`config.mk`:
```
export PLATFORM = sky130hd
export DESIGN_NAME = led_scan_keyboard_controller
export DESIGN_NICKNAME = d
export VERILOG_FILES = /design/src/hdl/scan_pkg.sv /design/src/hdl/pin_sync_if.sv /design/src/hdl/pin_sync.sv /design/src/hdl/led_scan_keyboard_controller.sv
export VERILOG_INCLUDE_DIRS = /design/src /design/src/hdl
export SDC_FILE = /design/constraint.sdc
export NUM_CORES = 1
export LEC_CHECK = 0
export BUFFER_PORTS_ARGS = -buffer_cell sky130_fd_sc_hd__buf_2
export CAP_MARGIN = 20
export CELL_PAD_IN_SITES_DETAIL_PLACEMENT = 1
export CELL_PAD_IN_SITES_GLOBAL_PLACEMENT = 2
export CORE_MARGIN = 4
export CORE_UTILIZATION = 25
export DETAILED_ROUTE_END_ITERATION = 16
export PLACE_DENSITY = 0.54
export REMOVE_ABC_BUFFERS = 1
export SLEW_MARGIN = 10
export SYNTH_ARGS = -nofsm -noshare
export SYNTH_HDL_FRONTEND = slang
export SYNTH_SLANG_ARGS = --single-unit
export TNS_END_PERCENT = 30
```
`constraint.sdc`:
```
create_clock -name sys_clk -period 3.1 [get_ports sys_clk]
set_input_delay 0.465 -clock sys_clk [delete_from_list [all_inputs] [get_ports sys_clk]]
set_output_delay 0.465 -clock sys_clk [all_outputs]
set_load 0.01 [all_outputs]
```
`src/hdl/scan_map.svh`:
```
// Constants of the LED scan and keyboard controller: offsets, fields, timing.
// Assumes inclusion by bare name from every file that needs them.
`ifndef SCAN_MAP_SVH
`define SCAN_MAP_SVH
// Clock and scan rate
`define CLK_HZ      25000000
`define SCAN_HZ     6000
`define SCAN_DIV    (`CLK_HZ / `SCAN_HZ)
// Scan sequence
`define SCAN_STATES 13
`define DIGIT_COLS  11
`define ANN_COLS    2
`define LAST_COL    4'hC
`define PRE_EOS_COL 4'hB
`define BLANK_HI    5'h10
`define BLANK_LO    3'h7
// Register byte offsets
`define OFF_DISP    12'h000
`define OFF_KEY     12'h004
// Display write register fields
`define DW_ADDR_MSB 11
`define DW_ADDR_LSB 8
// Key status register fields
`define KS_ROW      4
`define KS_IRQ      5
`define KS_RANGE    6
`define KS_DOWN     7
`define KS_BAND     8
// Reset values and strobe length
`define RST_DISP    12'h000
`define STB_CYCLES  2
`endif

```
`src/hdl/scan_pkg.sv`:
```
// Types shared by the scan controller and its testbench.
// Assumes scan_map.svh supplies the numeric constants.
package scan_pkg;
  typedef logic [3:0] col_t;
  typedef logic [3:0] mem_addr_t;
  typedef logic [3:0] nibble_t;
  typedef enum logic [1:0]
  {
    REG_DISP = 2'b00,
    REG_KEY  = 2'b01,
    REG_NONE = 2'b10
  } reg_sel_t;
endpackage

```
`src/hdl/pin_sync_if.sv`:
```
// Interface carrying raw pin levels into the synchroniser and clean levels out.
// Assumes one clock domain on the consuming side.
`timescale 1ns/1ps
interface pin_sync_if #(parameter int W = 1);
  logic [W-1:0] raw;
  logic [W-1:0] q;
  modport sync (input raw, output q);
  modport user (output raw, input q);
endinterface

```
`src/hdl/pin_sync.sv`:
```
// Two flip-flop synchroniser for a group of asynchronous pin levels.
// Assumes sys_clk and a synchronous active-low reset; reset values given.
`timescale 1ns/1ps
module pin_sync #(
  parameter int          W   = 1,
  parameter logic [W-1:0] RST = '0
) (
  input  wire logic  sys_clk, // System clock
  input  wire logic  rstn,    // Synchronous reset, active low
  pin_sync_if.sync   p        // Raw in, clean out
);
  logic [W-1:0] meta_ff;
  logic [W-1:0] q_ff;

  // First stage is read only by the second
  always_ff @(posedge sys_clk)
  begin
    if (!rstn)
    begin
      meta_ff <= RST;
      q_ff    <= RST;
    end
    else
    begin
      meta_ff <= p.raw;
      q_ff    <= meta_ff;
    end
  end

  assign p.q = q_ff;
endmodule

```
`src/hdl/led_scan_keyboard_controller.sv`:
```
// LED display multiplexer and keyboard scanner behind an APB slave.
// Assumes APB on sys_clk (25 MHz); key, switch and display reset pins are asynchronous.
`timescale 1ns/1ps
`include "scan_map.svh"
module led_scan_keyboard_controller #(
  parameter int SCAN_DIV = `SCAN_DIV
) (
  input  wire logic      sys_clk,            // 25 MHz clock
  input  wire logic      rstn,               // Synchronous reset, active low
  input  wire logic      psel,               // APB select
  input  wire logic      penable,            // APB enable
  input  wire logic      pwrite,             // APB direction
  input  wire logic [11:0] paddr,            // APB byte address
  input  wire logic [31:0] pwdata,           // APB write data
  output logic [31:0]    prdata,             // APB read data
  output logic           pready,             // APB ready
  output logic           pslverr,            // APB error, unmapped address
  input  wire logic      display_reset_n,    // Blanks display while low
  input  wire logic      key_top_n,          // Top row return, low if pressed
  input  wire logic      key_bot_n,          // Bottom row return, low if pressed
  input  wire logic      range_switch,       // Range switch position
  input  wire logic      band_direct,        // High in direct low band mode
  output logic [12:0]    column_sel_n,       // Column drives, active low
  output logic [7:0]     segment_n,          // Segments dp,g,f,e,d,c,b,a low on
  output logic           key_interrupt_request_n, // Key interrupt, active low
  output logic           key_down,           // Key held status
  output scan_pkg::col_t scan_column         // Column counter state, registered one cycle late
);
  import scan_pkg::*;

  localparam int DIVW = 13;
  localparam logic [DIVW-1:0] DIV_LAST = DIVW'(SCAN_DIV - 1);
  localparam logic [DIVW-1:0] DIV_MID  = DIVW'(SCAN_DIV / 2);

  // Synchronised pins
  logic dres_q, top_q, bot_q, range_q, band_q;
  pin_sync_if #(.W(5)) pins ();
  assign pins.raw = {display_reset_n, key_top_n, key_bot_n, range_switch, band_direct};
  assign {dres_q, top_q, bot_q, range_q, band_q} = pins.q;

  // Pins pass two flops before use
  pin_sync #(
    .W   (5),
    .RST (5'h0C)    // Display held blank, row returns idle high
  ) u_sync (
    .sys_clk (sys_clk),
    .rstn    (rstn),
    .p       (pins.sync)
  );

  // Scan divider and column counter
  logic [DIVW-1:0] div_ff;
  col_t            col_ff;
  logic            tick, phase, eos;
  assign tick  = (div_ff == DIV_LAST);
  assign phase = (div_ff == DIV_MID);
  assign eos   = tick && (col_ff == `PRE_EOS_COL);

  // Free running scan clock divider
  always_ff @(posedge sys_clk)
  begin
    if (!rstn)
      div_ff <= '0;
    else if (tick)
      div_ff <= '0;
    else
      div_ff <= div_ff + DIVW'(1);
  end

  // Thirteen state column counter
  always_ff @(posedge sys_clk)
  begin
    if (!rstn)
      col_ff <= 4'h0;
    else if (tick && col_ff == `LAST_COL)
      col_ff <= 4'h0;
    else if (tick)
      col_ff <= col_ff + 4'h1;
  end

  // Column decoders, blanked by out of range codes
  logic [4:0]  code_hi;
  logic [2:0]  code_lo;
  logic [12:0] nxt_sel;
  assign code_hi = dres_q ? {1'b0, col_ff} : `BLANK_HI;
  assign code_lo = (dres_q && col_ff[3]) ? col_ff[2:0] : `BLANK_LO;
  assign nxt_sel[7:0]  = 8'(9'h001 << code_hi); // Codes 8 and up select nothing here
  assign nxt_sel[12:8] = 5'(8'h01 << code_lo);  // Code 7 selects nothing here

  // Digits on 0 to 10, annunciators on 11 and 12
  logic [12:0] column_sel_n_ff;
  always_ff @(posedge sys_clk)
  begin
    if (!rstn)
      column_sel_n_ff <= 13'h1FFF;
    else
      column_sel_n_ff <= ~nxt_sel;
  end
  assign column_sel_n = column_sel_n_ff;

  // APB access and internal strobes
  logic        pready_ff;
  logic        pslverr_ff;
  logic [31:0] prdata_ff;
  logic        access;
  logic        done;
  reg_sel_t    rsel;
  assign access = psel && penable;
  assign done   = access && pready_ff;

  // Address decode
  always_comb
  begin
    if (paddr == `OFF_DISP)
      rsel = REG_DISP;
    else if (paddr == `OFF_KEY)
      rsel = REG_KEY;
    else
      rsel = REG_NONE;
  end

  // Ready one cycle into the access phase
  always_ff @(posedge sys_clk)
  begin
    if (!rstn)
      pready_ff <= 1'b0;
    else
      pready_ff <= access && !pready_ff;
  end

  // Display write register and strobe
  logic [11:0] disp_ff;
  logic [1:0]  stb_ff;
  logic        wr_pulse;
  mem_addr_t   wr_addr;
  logic [7:0]  wr_data;
  assign wr_addr  = disp_ff[`DW_ADDR_MSB:`DW_ADDR_LSB];
  assign wr_data  = disp_ff[7:0];
  assign wr_pulse = stb_ff[0] && !stb_ff[1];

  // Latch location and data on the same edge that raises the strobe
  always_ff @(posedge sys_clk)
  begin
    if (!rstn)
      disp_ff <= `RST_DISP;
    else if (done && pwrite && rsel == REG_DISP)
      disp_ff <= pwdata[11:0];
  end

  // Strobe stays high for STB_CYCLES cycles
  always_ff @(posedge sys_clk)
  begin
    if (!rstn)
      stb_ff <= 2'b00;
    else if (done && pwrite && rsel == REG_DISP)
      stb_ff <= 2'b01;
    else if (stb_ff == 2'b01)
      stb_ff <= 2'b11;
    else
      stb_ff <= 2'b00;
  end

  // Refresh memory, two nibble halves
  nibble_t   mem_lo_ff [16];
  nibble_t   mem_hi_ff [16];
  mem_addr_t mem_addr;
  assign mem_addr = stb_ff[0] ? wr_addr : col_ff;

  // Write on the strobe's rising edge only
  always_ff @(posedge sys_clk)
  begin
    if (!rstn)
    begin
      for (int i = 0; i < 16; i++)
      begin
        mem_lo_ff[i] <= 4'h0;
        mem_hi_ff[i] <= 4'h0;
      end
    end
    else if (wr_pulse)
    begin
      mem_lo_ff[mem_addr] <= wr_data[3:0];
      mem_hi_ff[mem_addr] <= wr_data[7:4];
    end
  end

  // Segment drive, a stored one pulls the segment low
  logic [7:0] segment_n_ff;
  always_ff @(posedge sys_clk)
  begin
    if (!rstn)
      segment_n_ff <= 8'hFF;
    else if (!dres_q)
      segment_n_ff <= 8'hFF;
    else
      segment_n_ff <= ~{mem_hi_ff[mem_addr], mem_lo_ff[mem_addr]};
  end
  assign segment_n = segment_n_ff;

  // Key detection at mid column, while the column is driven
  logic key_pulse_n;
  logic capture;
  assign key_pulse_n = !(dres_q && (!top_q || !bot_q));
  assign capture     = !key_pulse_n && phase;

  // Key address and row latch
  col_t key_col_ff;
  logic key_row_ff, key_down_ff;
  always_ff @(posedge sys_clk)
  begin
    if (!rstn)
    begin
      key_col_ff <= 4'h0;
      key_row_ff <= 1'b0;
    end
    else if (capture && !key_down_ff)
    begin
      key_col_ff <= col_ff;
      key_row_ff <= top_q;
    end
  end

  // Key seen flag, capture wins over end of scan
  logic key_seen_ff;
  always_ff @(posedge sys_clk)
  begin
    if (!rstn)
      key_seen_ff <= 1'b0;
    else if (capture)
      key_seen_ff <= 1'b1;
    else if (eos)
      key_seen_ff <= 1'b0;
  end

  // Key down loaded at end of scan
  always_ff @(posedge sys_clk)
  begin
    if (!rstn)
      key_down_ff <= 1'b0;
    else if (eos)
      key_down_ff <= key_seen_ff || capture;
  end
  assign key_down = key_down_ff;

  // Interrupt flop, stored inverted; set wins over read clear
  logic irq_set, kbrd_strobe_n, irq_n_ff;
  assign irq_set       = eos && !key_down_ff && (key_seen_ff || capture);
  assign kbrd_strobe_n = !(done && !pwrite && rsel == REG_KEY);
  always_ff @(posedge sys_clk)
  begin
    if (!rstn)
      irq_n_ff <= 1'b1;
    else if (irq_set)
      irq_n_ff <= 1'b0;
    else if (!kbrd_strobe_n)
      irq_n_ff <= 1'b1;
  end
  assign key_interrupt_request_n = irq_n_ff;

  // Read data mux, unmapped answers with an error
  logic [31:0] nxt_rdata;
  always_comb
  begin
    nxt_rdata = 32'h0000_0000;
    if (rsel == REG_DISP)
      nxt_rdata[11:0] = disp_ff;
    else if (rsel == REG_KEY)
    begin
      nxt_rdata[3:0]       = key_col_ff;
      nxt_rdata[`KS_ROW]   = key_row_ff;
      nxt_rdata[`KS_IRQ]   = !irq_n_ff;
      nxt_rdata[`KS_RANGE] = range_q;
      nxt_rdata[`KS_DOWN]  = key_down_ff;
      nxt_rdata[`KS_BAND]  = band_q;
    end
  end

  // Read data and error registered with ready
  always_ff @(posedge sys_clk)
  begin
    if (!rstn)
    begin
      prdata_ff  <= 32'h0000_0000;
      pslverr_ff <= 1'b0;
    end
    else if (access && !pready_ff)
    begin
      prdata_ff  <= pwrite ? 32'h0000_0000 : nxt_rdata;
      pslverr_ff <= (rsel == REG_NONE);
    end
    else
    begin
      prdata_ff  <= 32'h0000_0000;
      pslverr_ff <= 1'b0;
    end
  end
  assign prdata  = prdata_ff;
  assign pready  = pready_ff;
  assign pslverr = pslverr_ff;

  // Column state export
  col_t scan_col_ff;
  always_ff @(posedge sys_clk)
  begin
    if (!rstn)
      scan_col_ff <= 4'h0;
    else
      scan_col_ff <= col_ff;
  end
  assign scan_column = scan_col_ff;
endmodule

```
==> impl_metrics.ini <==
[min_path]
hold_depth = 2
min_to = u_sync.meta_ff[3]
hold_start = key_top_n
worstHoldPathType = input port to register

[yosys]
dominantRegCellSynth = edfxtp_1
yosysUniqueCellTypes = 55
ys_warn_count = 0
synthCells = 774
synth_area_per_cell_sq_um = 12.1
netlist_area_sq_um = 9360
synth_top_cell_area_share_pct = 41.1
synth_edf_count = 128
synth-seq-area-share_pct = 59.9
ys_async_sr_fraction_pct = 0
yosys-top-cells-area = edfxtp_1 41%, dfxtp_1 19%, and2_1 9.8%, mux2i_1 7.0%, o22ai_1 2.1%
ys_ff_latch = 216
yosysTopAreaCell = edfxtp_1

[timing]
fmax_mhz = 387
finClkSkew_ns = 0.0128
setup_viol = 0
slew_headroom_pct = 31.4
finalMaxSlewViolations = 0
rsz0062_at_grt = no
hold_viol = 0
whs_ns = 0.108
worst_pin_slew_ns = 1.03
setup_tns_ns = 0
fin_crit_sh_pct = 83.4
min_period_ns = 2.58

[placement]
dp.final_hpwl_um = 18100
place.gp.congestion = 0.724
port_buffers = 74

[cells_and_area]
multiInputGateArea_sq_um = 3380
layout_common_cells = 146 x and2_1, 128 x edfxtp_1, 88 x dfxtp_1
final_core_util_pct = 30.4
area_delta_synth_final_pct = 19.3
finish.net_count = 923
layout_commonest_cell = and2_1
drive_above_1_share_pct = 19.6
n_fill_cell = 4049
regArea_sq_um = 5610

[critical_path]
start_kind = register
crit_start = stb_ff[0]
worstPathMaxFanout = 23
r2r_start = stb_ff[0]
arrival_ns = 2.82
rr_worst_depth = 4
cp.required_ns = 3.34
crit_type = register to register
endpoint_kind = register
r2r_slack_ns = 0.52
rr_endpoint = mem_hi_ff[12][1]

[route]
route.detailed.drc = 0
wl_um = 26900
wl_per_cell_um = 19.9
ant_nets = 0
routed-via-count = 6061
drtIter0Drc = 329
firstDrtPassIters = 4
routed_via_density = 4.47

[floorplanning]
die_w_um = 201
core-area_sq_um = 36800
start_util_pct = 25.4
io_pins = 115
rows = 70
dieArea_sq_um = 40600
dieHeight_um = 201

[clock_tree]
cts_made_buffers = 27
root_buffer = clkbuf_16
post_cts_buffers = 0
hold_buffers = 0
cts.repair.resized = 0
htree_levels = 1
clkLatencyLatePin_ns = 0.54
cts_buffer_depth = 3
clk_pin_slew_ns = 0.06
cts_tree = done
cts_sinks = 216

[global_routing]
grt_usage_pct = 13.0
antenna_found_initial = 0
grt_overflow = 0
grt_pass1_wl_um = 40600
grt_max_degree = 27
grt_pass1_vias = 6293

[power_and_ir_drop]
irDropWorstVdd_v = 0.000346
powerDensity_nw_per_um2 = 587
p_leak_nw = 4.37
total_power_mw = 6.56

[job]
drv_cap = 0

[run_status]
status = completed
[where the power goes]
group | total [mW] | switching (mW) | internal [mW]
Combinational | 0.168 | 0.102 | 0.0660
Sequential | 3.15 | 0.0312 | 3.12
Clock | 3.24 | 1.24 | 2.00
[cells in the mapped netlist (7+ instances only)]
cell,instances
buf_6,8
and2_1,146
mux2i_1,65
clkbuf_1,17
nand2_1,21
dfxtp_1,88
nor2_2,12
xnor2_1,8
o22a_1,8
nand3_1,12
a22o_1,10
edfxtp_1,128
o22ai_1,32
buf_4,24
inv_1,7
nand4_1,17
nor2_1,33
nor2b_1,20
buf_2,12
o21ai_0,38
[critical path, stage by stage (launching register included)]
cell and delay (ns):
dfxtp_1 0.92, nand3b_1 0.25, or3_1 0.58, o21ai_0 0.31
buf_4 0.22
[registers in the layout, summed over array words and instances, names as in the netlist]
name                     cells
key_row_ff                   1
column_sel_n                13
key_col_ff                   4
stb_ff                       2
u_sync.meta_ff               5
key_seen_ff                  1
mem_lo_ff                   64
scan_column                  4
pready                       1
u_sync.p.q                   5
key_interrupt_request_n      1
disp_ff                     12
pslverr                      1
mem_hi_ff                   64
col_ff                       4
prdata                      12
div_ff                      13
key_down                     1
segment_n                    8
[worst max path at each step]
stage / slack, ns / cells after the start / endpoint
global placement: 0.59 / 4 / mem_lo_ff[12][0]
global route: 0.37 / 4 / mem_lo_ff[12][0]
detailed placement: 0.57 / 4 / mem_lo_ff[12][0]
CTS: 0.55 / 4 / mem_hi_ff[12][1]
floorplan: 0.64 / 3 / mem_hi_ff[12][0]
finish: 0.52 / 4 / mem_hi_ff[12][1]
[stage by stage]
step,area [sq um],instances,setup slack [ns]
2_1_floorplan,9010,729,0.643
3_3_place_gp,10200,1304,0.593
3_5_place_dp,10200,1304,0.571
4_1_cts,11200,1354,0.549
5_1_grt,11200,1354,0.365
6_report,11200,1356,0.516
[per-layer routing]
metal  global-route usage [%]  up-vias  routed length [um]
li1                         -     2912                   -
met1                     19.0     3006               13200
met2                     20.4      107               12100
met3                     2.13       36                1150
met4                     3.05        0                 498
met5                        0        -                   0
[final cells by class]
type | count | area share, %
Antenna cell | 2 | 0.0448
Clock buffer | 38 | 6.99
Clock inverter | 12 | 1.30
Inverter | 7 | 0.235
Multi-Input combinational cell | 506 | 30.2
Sequential cell | 216 | 50.2
Tap cell | 468 | 5.24
Timing Repair Buffer | 107 | 5.76
[kinds of logic after synthesis]
logic type | count (synthesis) | share of synthesized area (%)
AND/OR/NAND/NOR | 298 | 18.9
flip-flops | 216 | 59.9
AO/OA/AOI/OAI | 106 | 7.37
buffers and inverters | 71 | 4.79
multiplexers | 67 | 7.43
XOR/XNOR | 11 | 1.03
adder cells (fa/ha/maj) | 4 | 0.535
other | 1 | 0.0401
(Power assumes the default switching activity.)
